### src/design/ubg_pkg.sv
// Notes on behaviour
// - Receive pin level is the majority of three samples.
// - Async, narrow divider, low speed: rate is clock over 64 times (n+1).
// - Async, wide divider, low speed: rate is clock over 16 times (n+1).
// - Divisor n is the high byte above the low byte, unsigned.
// - Narrow selection uses only the low byte; wide uses all 16 bits.
// - Writing either divisor byte clears the divider timer at once.
// - High speed matters only in async; in sync, generation only as clock master.
package ubg_pkg;

  // ==========================================================
  // Register map (byte addresses, one word each)
  localparam logic [7:0] OFS_TX_CTRL = 8'h00;
  localparam logic [7:0] OFS_RX_CTRL = 8'h04;
  localparam logic [7:0] OFS_BAUD_CTRL = 8'h08;
  localparam logic [7:0] OFS_DIV_LOW = 8'h0C;
  localparam logic [7:0] OFS_DIV_HIGH = 8'h10;
  localparam logic [7:0] OFS_STATUS = 8'h14;

  // ==========================================================
  // Field positions
  localparam int TX_CLK_MASTER_BIT = 7;
  localparam int TX_SYNC_MODE_BIT = 4;
  localparam int TX_HIGH_SPEED_BIT = 2;
  localparam int RX_PORT_ENABLE_BIT = 7;
  localparam int BAUD_WIDE_DIV_BIT = 3;
  localparam int STAT_RX_LEVEL_BIT = 0;
  localparam int STAT_RUNNING_BIT = 1;

  // Writable bits; reserved bits read as zero
  localparam logic [7:0] TX_WR_MASK = 8'hFD;
  localparam logic [7:0] RX_WR_MASK = 8'hF9;
  localparam logic [7:0] BAUD_WR_MASK = 8'h1B;

  // ==========================================================
  // Reset values
  localparam logic [7:0] TX_RESET = 8'h00;
  localparam logic [7:0] RX_RESET = 8'h00;
  localparam logic [7:0] BAUD_RESET = 8'h00;
  localparam logic [7:0] DIV_RESET = 8'h00;
  localparam logic [31:0] RDATA_RESET = 32'h0000_0000;
  localparam logic [15:0] COUNT_RESET = 16'h0000;
  localparam logic [5:0] POST_RESET = 6'h00;
  localparam logic [2:0] SAMPLES_RESET = 3'h7;

  // ==========================================================
  // Postscale last counts: factor minus one
  localparam logic [5:0] POST_LAST_X64 = 6'h3F;
  localparam logic [5:0] POST_LAST_X16 = 6'h0F;
  localparam logic [5:0] POST_LAST_X4 = 6'h03;

  localparam logic [15:0] COUNT_STEP = 16'h0001;
  localparam logic [5:0] POST_STEP = 6'h01;
  localparam logic [7:0] BYTE_ZERO = 8'h00;
  localparam logic [1:0] WORD_ALIGN = 2'h0;

endpackage : ubg_pkg

### src/design/ubg_majority_sampler.sv
module ubg_majority_sampler
(
  // Clock and reset
  input wire logic clk_sys_i,
  input wire logic rst_n_i,
  // Pin and sampling strobe
  input wire logic receive_pin_i,
  input wire logic sample_en_i,
  // Resolved level
  output logic rx_level_o
);

  typedef struct packed
  {
    logic sync1;
    logic sync2;
    logic [2:0] samples;
    logic level;
  } ubg_smp_state_t;

  ubg_smp_state_t s_q;
  ubg_smp_state_t s_d;

  // ==========================================================
  // Next state
  always_comb
  begin
    s_d = s_q;
    s_d.sync1 = receive_pin_i;
    s_d.sync2 = s_q.sync1;
    if (sample_en_i)
    begin
      s_d.samples = {s_q.samples[1:0], s_q.sync2};
    end
    // Two of three wins; one glitchy sample cannot flip the level
    s_d.level = (s_q.samples[0] & s_q.samples[1]) | (s_q.samples[1] & s_q.samples[2]) |
      (s_q.samples[0] & s_q.samples[2]);
  end

  always_ff @(posedge clk_sys_i)
  begin
    if (!rst_n_i)
    begin
      s_q.sync1 <= 1'b1;
      s_q.sync2 <= 1'b1;
      s_q.samples <= ubg_pkg::SAMPLES_RESET;
      s_q.level <= 1'b1;
    end
    else
    begin
      s_q <= s_d;
    end
  end

  assign rx_level_o = s_q.level;

endmodule : ubg_majority_sampler

### src/design/ubg_rate_divider.sv
module ubg_rate_divider
(
  // Clock and reset
  input wire logic clk_sys_i,
  input wire logic rst_n_i,
  // Control
  input wire logic run_i,
  input wire logic clear_i,
  input wire logic [15:0] divisor_i,
  input wire logic [5:0] post_last_i,
  // Ticks
  output logic timer_tick_o,
  output logic baud_tick_o
);

  typedef struct packed
  {
    logic [15:0] count;
    logic [5:0] post;
    logic timer_tick;
    logic baud_tick;
  } ubg_div_state_t;

  ubg_div_state_t s_q;
  ubg_div_state_t s_d;

  logic count_wrap;
  logic post_wrap;

  assign count_wrap = (s_q.count >= divisor_i);
  assign post_wrap = (s_q.post >= post_last_i);

  // ==========================================================
  // Free-running timer with postscaler
  always_comb
  begin
    s_d = s_q;
    s_d.timer_tick = 1'b0;
    s_d.baud_tick = 1'b0;
    if (!run_i || clear_i)
    begin
      // New divisor starts from zero, no wait for old overflow
      s_d.count = ubg_pkg::COUNT_RESET;
      s_d.post = ubg_pkg::POST_RESET;
    end
    else if (count_wrap)
    begin
      s_d.count = ubg_pkg::COUNT_RESET;
      s_d.timer_tick = 1'b1;
      if (post_wrap)
      begin
        s_d.post = ubg_pkg::POST_RESET;
        s_d.baud_tick = 1'b1;
      end
      else
      begin
        s_d.post = s_q.post + ubg_pkg::POST_STEP;
      end
    end
    else
    begin
      s_d.count = s_q.count + ubg_pkg::COUNT_STEP;
    end
  end

  always_ff @(posedge clk_sys_i)
  begin
    if (!rst_n_i)
    begin
      s_q.count <= ubg_pkg::COUNT_RESET;
      s_q.post <= ubg_pkg::POST_RESET;
      s_q.timer_tick <= 1'b0;
      s_q.baud_tick <= 1'b0;
    end
    else
    begin
      s_q <= s_d;
    end
  end

  assign timer_tick_o = s_q.timer_tick;
  assign baud_tick_o = s_q.baud_tick;

endmodule : ubg_rate_divider

### src/design/ubg_top.sv
// Local design decisions: the placing of the registers and the APB register port.
module ubg_top
(
  // Clock and reset
  input wire logic clk_sys_i,
  input wire logic rst_n_i,
  // APB slave
  input wire logic psel_i,
  input wire logic penable_i,
  input wire logic pwrite_i,
  input wire logic [7:0] paddr_i,
  input wire logic [31:0] pwdata_i,
  input wire logic [3:0] pstrb_i,
  output logic [31:0] prdata_o,
  output logic pready_o,
  output logic pslverr_o,
  // Serial line
  input wire logic receive_pin_i,
  // To transmitter and receiver units
  output logic baud_tick_o,
  output logic rx_level_o
);

  typedef struct packed
  {
    logic [7:0] tx_status_control;
    logic [7:0] rx_status_control;
    logic [7:0] baud_control;
    logic [7:0] divisor_low_byte;
    logic [7:0] divisor_high_byte;
    logic [31:0] prdata;
    logic pready;
    logic pslverr;
  } ubg_top_state_t;

  ubg_top_state_t s_q;
  ubg_top_state_t s_d;

  // ==========================================================
  // Decode
  logic access;
  logic do_write;
  logic low_lane;
  logic aligned;
  logic hit_tx;
  logic hit_rx;
  logic hit_baud;
  logic hit_lo;
  logic hit_hi;
  logic hit_stat;
  logic mapped;
  logic div_write;

  assign access = psel_i & penable_i & s_q.pready;
  assign do_write = access & pwrite_i;
  assign low_lane = pstrb_i[0];
  assign aligned = (paddr_i[1:0] == ubg_pkg::WORD_ALIGN);
  assign hit_tx = aligned & (paddr_i == ubg_pkg::OFS_TX_CTRL);
  assign hit_rx = aligned & (paddr_i == ubg_pkg::OFS_RX_CTRL);
  assign hit_baud = aligned & (paddr_i == ubg_pkg::OFS_BAUD_CTRL);
  assign hit_lo = aligned & (paddr_i == ubg_pkg::OFS_DIV_LOW);
  assign hit_hi = aligned & (paddr_i == ubg_pkg::OFS_DIV_HIGH);
  assign hit_stat = aligned & (paddr_i == ubg_pkg::OFS_STATUS);
  assign mapped = hit_tx | hit_rx | hit_baud | hit_lo | hit_hi | hit_stat;
  // Any write to either byte restarts the timer, even with pstrb low
  assign div_write = do_write & (hit_lo | hit_hi);

  // ==========================================================
  // Mode decode
  logic sync_mode;
  logic clk_master;
  logic high_speed_select;
  logic wide_divider_select;
  logic port_enable;
  logic gen_run;
  logic [15:0] divisor;
  logic [5:0] post_last;

  assign sync_mode = s_q.tx_status_control[ubg_pkg::TX_SYNC_MODE_BIT];
  assign clk_master = s_q.tx_status_control[ubg_pkg::TX_CLK_MASTER_BIT];
  assign high_speed_select = s_q.tx_status_control[ubg_pkg::TX_HIGH_SPEED_BIT];
  assign wide_divider_select = s_q.baud_control[ubg_pkg::BAUD_WIDE_DIV_BIT];
  assign port_enable = s_q.rx_status_control[ubg_pkg::RX_PORT_ENABLE_BIT];

  // Sync slave takes its clock from the line, so the generator rests
  assign gen_run = port_enable & (~sync_mode | clk_master);

  always_comb
  begin
    if (wide_divider_select)
    begin
      divisor = {s_q.divisor_high_byte, s_q.divisor_low_byte};
    end
    else
    begin
      divisor = {ubg_pkg::BYTE_ZERO, s_q.divisor_low_byte};
    end
  end

  always_comb
  begin
    case ({sync_mode, wide_divider_select, high_speed_select})
      3'b000: post_last = ubg_pkg::POST_LAST_X64;
      3'b010: post_last = ubg_pkg::POST_LAST_X16;
      3'b001: post_last = ubg_pkg::POST_LAST_X16;
      3'b011: post_last = ubg_pkg::POST_LAST_X4;
      default: post_last = ubg_pkg::POST_LAST_X4;
    endcase
  end

  // ==========================================================
  // Generator and pin sampling
  logic timer_tick;
  logic baud_tick;
  logic rx_level;

  ubg_rate_divider u_div
  (
    .clk_sys_i(clk_sys_i),
    .rst_n_i(rst_n_i),
    .run_i(gen_run),
    .clear_i(div_write),
    .divisor_i(divisor),
    .post_last_i(post_last),
    .timer_tick_o(timer_tick),
    .baud_tick_o(baud_tick)
  );

  // One sample per timer period; three timer periods keep the vote inside one bit
  ubg_majority_sampler u_smp
  (
    .clk_sys_i(clk_sys_i),
    .rst_n_i(rst_n_i),
    .receive_pin_i(receive_pin_i),
    .sample_en_i(timer_tick),
    .rx_level_o(rx_level)
  );

  // ==========================================================
  // Read mux
  logic [31:0] rdata;
  logic [7:0] status;

  always_comb
  begin
    status = ubg_pkg::BYTE_ZERO;
    status[ubg_pkg::STAT_RX_LEVEL_BIT] = rx_level;
    status[ubg_pkg::STAT_RUNNING_BIT] = gen_run;
    rdata = ubg_pkg::RDATA_RESET;
    if (hit_tx)
    begin
      rdata[7:0] = s_q.tx_status_control;
    end
    else if (hit_rx)
    begin
      rdata[7:0] = s_q.rx_status_control;
    end
    else if (hit_baud)
    begin
      rdata[7:0] = s_q.baud_control;
    end
    else if (hit_lo)
    begin
      rdata[7:0] = s_q.divisor_low_byte;
    end
    else if (hit_hi)
    begin
      rdata[7:0] = s_q.divisor_high_byte;
    end
    else if (hit_stat)
    begin
      rdata[7:0] = status;
    end
  end

  // ==========================================================
  // Register and bus state
  always_comb
  begin
    s_d = s_q;
    // One wait state: pready rises in the second access cycle
    s_d.pready = psel_i & penable_i & ~s_q.pready;
    s_d.pslverr = psel_i & penable_i & ~s_q.pready & ~mapped;
    if (psel_i & penable_i & ~s_q.pready & ~pwrite_i)
    begin
      s_d.prdata = rdata;
    end
    if (do_write & low_lane & mapped)
    begin
      if (hit_tx)
      begin
        s_d.tx_status_control = pwdata_i[7:0] & ubg_pkg::TX_WR_MASK;
      end
      if (hit_rx)
      begin
        s_d.rx_status_control = pwdata_i[7:0] & ubg_pkg::RX_WR_MASK;
      end
      if (hit_baud)
      begin
        s_d.baud_control = pwdata_i[7:0] & ubg_pkg::BAUD_WR_MASK;
      end
      if (hit_lo)
      begin
        s_d.divisor_low_byte = pwdata_i[7:0];
      end
      if (hit_hi)
      begin
        s_d.divisor_high_byte = pwdata_i[7:0];
      end
    end
  end

  always_ff @(posedge clk_sys_i)
  begin
    if (!rst_n_i)
    begin
      s_q.tx_status_control <= ubg_pkg::TX_RESET;
      s_q.rx_status_control <= ubg_pkg::RX_RESET;
      s_q.baud_control <= ubg_pkg::BAUD_RESET;
      s_q.divisor_low_byte <= ubg_pkg::DIV_RESET;
      s_q.divisor_high_byte <= ubg_pkg::DIV_RESET;
      s_q.prdata <= ubg_pkg::RDATA_RESET;
      s_q.pready <= 1'b0;
      s_q.pslverr <= 1'b0;
    end
    else
    begin
      s_q <= s_d;
    end
  end

  assign prdata_o = s_q.prdata;
  assign pready_o = s_q.pready;
  assign pslverr_o = s_q.pslverr;
  assign baud_tick_o = baud_tick;
  assign rx_level_o = rx_level;

endmodule : ubg_top

### config.mk
export PLATFORM = sky130hd
export DESIGN_NAME = ubg_top
export DESIGN_NICKNAME = d
export VERILOG_FILES = /design/src/design/ubg_pkg.sv /design/src/design/ubg_majority_sampler.sv /design/src/design/ubg_rate_divider.sv /design/src/design/ubg_top.sv
export SDC_FILE = /design/constraint.sdc
export NUM_CORES = 1
export LEC_CHECK = 0
export BUFFER_PORTS_ARGS = -buffer_cell sky130_fd_sc_hd__buf_2
export CELL_PAD_IN_SITES_DETAIL_PLACEMENT = 0
export CELL_PAD_IN_SITES_GLOBAL_PLACEMENT = 2
export CORE_MARGIN = 2
export CORE_UTILIZATION = 30
export CTS_CLUSTER_SIZE = 28
export DETAILED_ROUTE_END_ITERATION = 6
export PLACE_DENSITY_LB_ADDON = 0.1
export SYNTH_ARGS = -nofsm -noshare
export SYNTH_HDL_FRONTEND = slang
export SYNTH_HIERARCHICAL = 1
export SYNTH_SLANG_ARGS = --single-unit
### constraint.sdc
create_clock -name clk_sys_i -period 5.5 [get_ports clk_sys_i]
set_input_delay 0.55 -clock clk_sys_i [delete_from_list [all_inputs] [get_ports clk_sys_i]]
set_output_delay 0.55 -clock clk_sys_i [all_outputs]
set_load 0.03 [all_outputs]
# Word level (Yosys, flattened, before mapping)
# Cells that the tools add are included.
# classes
mux	11
magnitude_cmp	2
addsub	2
n_eq_ne	7
n_reduce_logical	14
bitwise	34
# ops
cell	n
$mux 8	5
$and 1x1->1	19
$add 16x1->16 const B	1
$eq 8x4->1 const B	2
$eq 8x5->1 const B	2
$ge 16x16->1	1
$mux 16	1
$pmux 6 s2	1
$reduce_and 2->1	5
$or 1x1->1	9
$eq 8x3->1 const B	1
$logic_not 8->1	1
$add 6x1->6 const B	1
$ge 6x6->1	1
$mux 6	1
$not 1->1	6
$reduce_or 3->1	2
$mux 2	2
$reduce_or 2->1	2
$eq 3x1->1 const B	1
$eq 3x2->1 const B	1
$logic_not 3->1	1
$logic_not 2->1	1
$logic_not 1->1	1
2 further kinds	2
# totals
reg_bits	73
inputBits	50
output_inout_bits	36
word_cells	86

# Logic depth before layout (Yosys ltp)
# Gate-level depths: netlist (run 1).
# logic_depth
word_depth	9
ltp_mapped	11

# Modules after synthesis
# The synthesis (run 1) kept the hierarchy.
# by_module_without_submodules
mod	area_each_um2	cells_each	instances
ubg_top	2521.2	295	1
ubg_rate_divider	1542.7	184	1
ubg_majority_sampler	187.7	17	1

# Worst setup path before layout (run 1)
# Ideal clock, no wire load.
# synth_path
path_type	input to register
start	input paddr_i[2]
end	register u_div/s_q[5] (netlist name)
path_buffers	2
arrival_ns	2.356
required_ns	5.407
path_slack_ns	3.051
cell_stages	8
setup_ns	0.093
path_cell_list	clkbuf_1 buf_2 nand2_1 a21oi_1 or2_2 a211oi_1 nand2_2 o311ai_2
# synth_via
elab_chain_cells	6
word_cells_on_any_way	8
cone_classes	eq/ne (2); bitwise (4); reduce/logical (2)
# synth_rtl
element	line_no	source
start: declaration	ubg_top.sv:11	input wire logic [7:0] paddr_i,
$eq 8x4->1 or $eq 8x5->1 (tied branches)	ubg_top.sv:61, ubg_top.sv:62	
$and 1x1->1 (on tied branches)	ubg_top.sv:61, ubg_top.sv:62	
$or 1x1->1 (*)	ubg_top.sv:66	assign div_write = do_write & (hit_lo | hit_hi);
$and 1x1->1 (*)	ubg_top.sv:66	
net div_write	ubg_top.sv:52	logic div_write;
$logic_or 1x1->1 (*)	ubg_rate_divider.sv:40	if (!run_i || clear_i)
$reduce_or 2->1 (no line) (*)	-	
end: declaration	ubg_rate_divider.sv:24	ubg_div_state_t s_q;
# Mark *: on every way through the listed nets, which the timed path passes. The rest lies on a longest branch.
# A chain may end at the register's enable or synchronous reset.

# Final worst setup path (run 1)
# Ends and elaborated chain as after synthesis.

==> impl_metrics.csv, run 1 <==
group,metric,value,unit
synthesis,share_of_the_synthesized_area_in_the_top_cell_type,34.4,%
die,start_util,30.6,%
synthesis,synth_top_flop_cell,"dfxtp_1",
synthesis,gate_count_of_the_mapped_netlist,496,
flow_run,max_cap_violations,0,
drt,wl,11600,um
die,core,0.0139,mm^2
critical_path,reg2reg_setup_slack,2.61,ns
synthesis,portion_of_the_post_synthesis_area_used_by_sequential_elements,34.4,%
cts,clkSlewWorstSetupHoldPaths,0.06,ns
critical_path,r2r-start,"s_q[53]",
synthesis,synth_cell_types,58,
cells_and_area,final_cells,695,
synthesis,synth_async_sr_flop_share,0,%
grt,globalRoute.totalOverflow,0,
grt,grt_first_pass_wirelength,18300,um
timing,report.final.slew_viol_count,0,
timing,finalClockSkew,0.00716,ns
power_and_ir_drop,power.static_leakage,0.00182,uW
critical_path,startpoint,"paddr_i[2]",
synthesis,synth-edff-count,0,
timing,max_clock_freq,345,MHz
cts,ctsResizeCount,0,
die,die_w,123,um
cells_and_area,antenna_cells,0,
synthesis,avgSynthCellArea,8.57,um^2
drt,route.antenna.remaining_nets,0,
critical_path,worst_r2r_path_depth,9,
placement,gp_congestion,0.737,
synthesis,post-synth-top-count-cell,"dfxtp_1",
synthesis,yosys_warnings,6,
critical_path,endpoint_kind,"flip-flop",
critical_path,worstSetupPathType,"in2reg",
synthesis,synthDominantAreaCellType,"dfxtp_1",
die,fp-row-count,43,
critical_path,arrival,3.15,ns
power_and_ir_drop,finalPower,1370,uW
cts,cts_tree,"built",
cts,clkLatencyLatePin,0.34,ns
drt,vias_per_cell,5.02,
synthesis,syn-cell-area,0.00425,mm^2
timing,min_period_over_period,52.7,%
critical_path,crit_path_max_fanout,29,
cells_and_area,fin_util,34.4,%
run_status,run_status,"finished clean",
grt,antenna_violations_before_repair,0,
cells_and_area,syn2layout_area_growth,12.3,%
cts,numCtsBuffers,9,
grt,grt_start_max_net_pins,51,
grt,track_usage,15.9,%
timing,final_hold_viol_count,0,
drt,via_count,3491,
placement,dp_hpwl,8540,um
placement,placed_cells_incl_taps,679,
cells_and_area,finish.net_count,584,
synthesis,ys_seq_elements,73,
critical_path,reg2reg_to,"u_div/s_q[4]",
power_and_ir_drop,peakVddDrop,129,uV
die,chipHeight,123,um
critical_path,cp_data_required_time,5.75,ns
timing,setup_viol,0,
cts,clock-sinks,73,
synthesis,synth.cells.most_frequent,"dfxtp_1, nand4_1, buf_4",
cts,clock_tree.htree_level_count,3,
drt,detail_route.first_pass.iterations,4,
placement,port_buffers,34,
cells_and_area,fraction_of_final_layout_cells_sized_beyond_drive_strength_1,13.0,%
timing,worst_slew_pin_slew,1.04,ns
power_and_ir_drop,power.density,286,mW/mm^2
die,fp.dieArea,0.0151,mm^2
hold_path,hold_path_class,"in2reg",
die,design.portCount,86,
timing,fin_crit,2.90,ns
timing,fin_setup_tns,0,ns
timing,rsz_0062_raised_after_global_routing,"no",
cts,holdBufCountCts,0,
cts,clock_path_buffers,2,
drt,drt_drc_violations_left,0,
critical_path,endpoint,"u_div/s_q[5]",
timing,timing.max_slew.rel_slack,30.5,%
cells_and_area,nFillCells,1460,
synthesis,synth_area_leaders,"dfxtp_1, ha_1, buf_4",
cts,cts_setup_buffers,0,
cts,root_buffer,"clkbuf_16",
grt,via_count_of_the_first_global_routing_pass,3274,
critical_path,startpoint_class,"primary input",
drt,drt-initial-drc-count,209,
drt,drt-wirelength-per-cell,16.6,um
-- flip-flops by register name, indices dropped and copies added (netlist names), 4 cells and up --
name and cells:
s_q 30, u_div/s_q 22, u_smp/s_q 4, prdata_o 8
-- layout make-up --
type / count / area (um^2) / area share (%)
Multi-Input combinational cell: 366 / 2430 / 51.0
Sequential cell: 73 / 1460 / 30.6
Clock buffer: 11 / 253 / 5.29
Tap cell: 180 / 225 / 4.72
Timing Repair Buffer: 36 / 185 / 3.88
Clock inverter: 5 / 125 / 2.62
Inverter: 24 / 90.1 / 1.89
-- cell families after synthesis --
| logic type | after synthesis | share of synthesized area (%) |
|---|---|---|
| adders and majority gates | 24 | 7.06 |
| DFF | 73 | 34.4 |
| buffers and inverters | 81 | 10.5 |
| AOI/OAI and AO/OA | 118 | 18.4 |
| muxes | 10 | 2.38 |
| and+or+nand+nor | 174 | 24.2 |
| other | 2 | 0.177 |
| xor gates and xnor gates | 14 | 2.88 |
-- report_power, final --
group,total [uW],switching [uW],internal [uW]
Combinational,86.0,65.4,20.5
Clock,747,233,513
Sequential,534,1.61,532
Total,1370,300,1070
-- routing by layer --
| layer | GRT usage, % | share of wire [%] |
|---|---|---|
| met1 | 22.5 | 50 |
| met2 | 24.6 | 46 |
| met3 | 2.35 | 2.8 |
| met4 | 5.97 | 1.5 |
| met5 | 0 | 0 |
-- per-stage QoR --
stage,hold slack [ns],setup WS [ns],area (um^2)
floorplan,0.386,3.05,4340
global placement,0.389,2.26,4400
detailed placement,0.399,2.18,4400
CTS,0.381,2.51,4770
global route,0.395,2.25,4770
finish,0.392,2.60,4770
-- placed cells by master, fill, tap and decap left out, types with 15 or more instances in the layout --
master and count:
nor2_1 26, a21oi_1 15, nand3_1 17, nand4_1 36, conb_1 26, ha_1 24, a21boi_1 30, buf_2 34
inv_1 24, dfxtp_1 73, o21ai_0 30, nand2_1 24
-- worst max-delay path, cell delays in order --
cell	delay (ns)
buf_2	0.48
nor3b_1	0.15
nand2_1	0.30
a21oi_1	0.15
or2_2	0.36
a211oi_1	0.68
nand2_2	0.19
o311ai_2	0.27
-- how the worst min path moves through the flow --
stage,end,from,cells after the start
global placement,u_smp/s_q[4],u_smp/s_d[4],1
floorplan,u_smp/s_q[4],u_smp/s_d[4],1
detailed placement,u_smp/s_q[4],u_smp/s_d[4],1
CTS,u_smp/s_d[4],receive_pin_i,2
global route,u_smp/s_d[4],receive_pin_i,2
finish,u_smp/s_d[4],receive_pin_i,2
Note: power is estimated with default switching activity, not from simulation.
==> inputs of run 2 (changes only) <==
==> constraint.sdc (replaced) <==
create_clock -name clk_sys_i -period 2.9 [get_ports clk_sys_i]
set_input_delay 0.29 -clock clk_sys_i [delete_from_list [all_inputs] [get_ports clk_sys_i]]
set_output_delay 0.29 -clock clk_sys_i [all_outputs]
set_load 0.03 [all_outputs]
==> impl_metrics.csv, run 2 (synthesis results as in run 1) <==
group,metric,value,unit
cts,numCtsBuffers,9,
cts,cts_setup_buffers,0,
die,chipHeight,123,um
power_and_ir_drop,finalPower,2420,uW
grt,via_count_of_the_first_global_routing_pass,3372,
grt,antenna_violations_before_repair,0,
drt,via_count,3563,
timing,min_period_over_period,90.2,%
critical_path,worstSetupPathType,"reg2reg",
cells_and_area,largest_reg_flops,30,
power_and_ir_drop,internal_power,1850,uW
cells_and_area,syn2layout_area_growth,13.2,%
die,fp-row-count,43,
timing,finalWorstSetupSlack,0.285,ns
drt,drt_drc_violations_left,0,
power_and_ir_drop,comb_power_share,7.0,%
timing,worst_slew_pin_slew,1.02,ns
placement,port_buffers,34,
drt,detail_route.first_pass.iterations,4,
cells_and_area,nFillCells,1472,
cts,clock-sinks,73,
timing,max_clock_freq,382,MHz
drt,vias_per_cell,5.05,
grt,globalRoute.totalOverflow,0,
drt,wl,11800,um
cells_and_area,layout_commonest_cell,"dfxtp_1",
hold_path,hold_path_class,"in2reg",
timing,finalClockSkew,0.00695,ns
cells_and_area,fin_util,34.7,%
cells_and_area,register_area,0.00146,mm^2
cells_and_area,multi_input_area,0.00244,mm^2
power_and_ir_drop,clockPowerShare,51.3,%
grt,grt_start_max_net_pins,50,
cells_and_area,antenna_cells,0,
timing,report.final.slew_viol_count,0,
timing,setup_viol,0,
critical_path,crit_path_max_fanout,12,
critical_path,worst_path_dominant_cell_family,"simple AND/OR/NAND/NOR gates",
placement,placement.setup.worst_slack,0.140,ns
die,core,0.0139,mm^2
power_and_ir_drop,peakVddDrop,235,uV
cts,clkSlewWorstSetupHoldPaths,0.06,ns
cts,cts_tree,"built",
run_status,run_status,"finished clean",
cts,ctsResizeCount,0,
power_and_ir_drop,sw_frac_of_total,23.7,%
cts,clkLatencyLatePin,0.34,ns
timing,final_hold_viol_count,0,
placement,gp_congestion,0.787,
cells_and_area,largest-register,"s_q",
critical_path,cp_cell_sequence,"and2_1 -> inv_1 -> ha_1 -> and4_1 -> nand2_1 -> or4_4 -> nand3_1 -> nand2_2 -> o311ai_2",
critical_path,endpoint_kind,"flip-flop",
power_and_ir_drop,p_seq_share,41.8,%
cells_and_area,most-common-layout-cells,"dfxtp_1, nand4_1, buf_2",
critical_path,startpoint_class,"flip-flop",
cts,clock_tree.htree_level_count,3,
cts,root_buffer,"clkbuf_16",
timing,fin_crit,2.61,ns
die,fp.dieArea,0.0151,mm^2
critical_path,arrival,2.87,ns
power_and_ir_drop,power.static_leakage,0.00185,uW
critical_path,critical-path-max-stage-delay,0.56,ns
die,die_w,123,um
timing,timing.max_slew.rel_slack,31.8,%
timing,fin_setup_tns,0,ns
placement,placed_cells_incl_taps,690,
grt,track_usage,16.3,%
cells_and_area,final_cells,706,
cts,holdBufCountCts,0,
cells_and_area,finish.net_count,595,
drt,route.antenna.remaining_nets,0,
timing,rsz_0062_raised_after_global_routing,"no",
critical_path,cp_data_required_time,3.16,ns
cts,clock_path_buffers,2,
die,design.portCount,86,
critical_path,path_buf_inv,1,
grt,grt_first_pass_wirelength,18600,um
power_and_ir_drop,power.density,504,mW/mm^2
drt,drt-initial-drc-count,238,
drt,drt-wirelength-per-cell,16.7,um
critical_path,slowest_stage,"dfxtp_1",
placement,dp_hpwl,8730,um
cells_and_area,fraction_of_final_layout_cells_sized_beyond_drive_strength_1,15.0,%
die,start_util,30.6,%
power_and_ir_drop,power.switching,574,uW
flow_run,max_cap_violations,0,
run 2: through the flow:
| step | hold WS [ns] | cell area [um^2] |
|---|---|---|
| 2_1_floorplan | 0.352 | 4340 |
| 3_5_place_dp | 0.398 | 4480 |
| 6_report | 0.137 | 4810 |
| 3_3_place_gp | 0.387 | 4480 |
| 4_1_cts | 0.129 | 4810 |
| 5_1_grt | 0.161 | 4810 |
run 2: worst paths after layout:
check / slack, ns / from / to / cells past startpoint
worst max register to register: 0.29 / s_q[53] / u_div/s_q[5] / 9
worst min-delay path: 0.14 / receive_pin_i / u_smp/s_d[4] / 2
worst min register to register: 0.41 / u_smp/s_d[4] / u_smp/s_q[4] / 1
worst max-delay path: 0.29 / s_q[53] / u_div/s_q[5] / 9
run 2: area by class of cell:
cell class | count | area share, %
multi-input cells | 366 | 50.7
flip-flops and latches | 73 | 30.4
repair buffers | 47 | 5.56
clock buffers | 11 | 5.25
well taps | 180 | 4.68
inverters | 24 | 1.87
clock inverters | 5 | 1.61
run 2: per-layer routing:
layer  share of wire (%)  GRT usage, %  wire [um]  up-vias
met2                  46          24.3       5430       56
met1                  49          23.3       5740     1701
met4                 2.1          7.32        252        0
met3                 2.9          2.49        346       18
li1                    -             -          -     1788
met5                   0             0          0        -
run 2: worst reg2reg max path, stage by stage, from the launching register on:
cell      delay (ns)
dfxtp_1         0.56
and2_1          0.19
inv_1           0.04
ha_1            0.28
and4_1          0.23
nand2_1         0.10
or4_4           0.56
nand3_1         0.18
nand2_2         0.12
o311ai_2        0.26
run 2: power groups by stage:
stage | sequential, uW | combinational, uW | clock (uW)
3_5_place_dp | 1030 | 168 | 0
5_1_grt | 1010 | 181 | 1330
2_1_floorplan | 1040 | 137 | 0
6_report | 1010 | 169 | 1240
3_3_place_gp | 1030 | 169 | 0
4_1_cts | 1010 | 169 | 1290
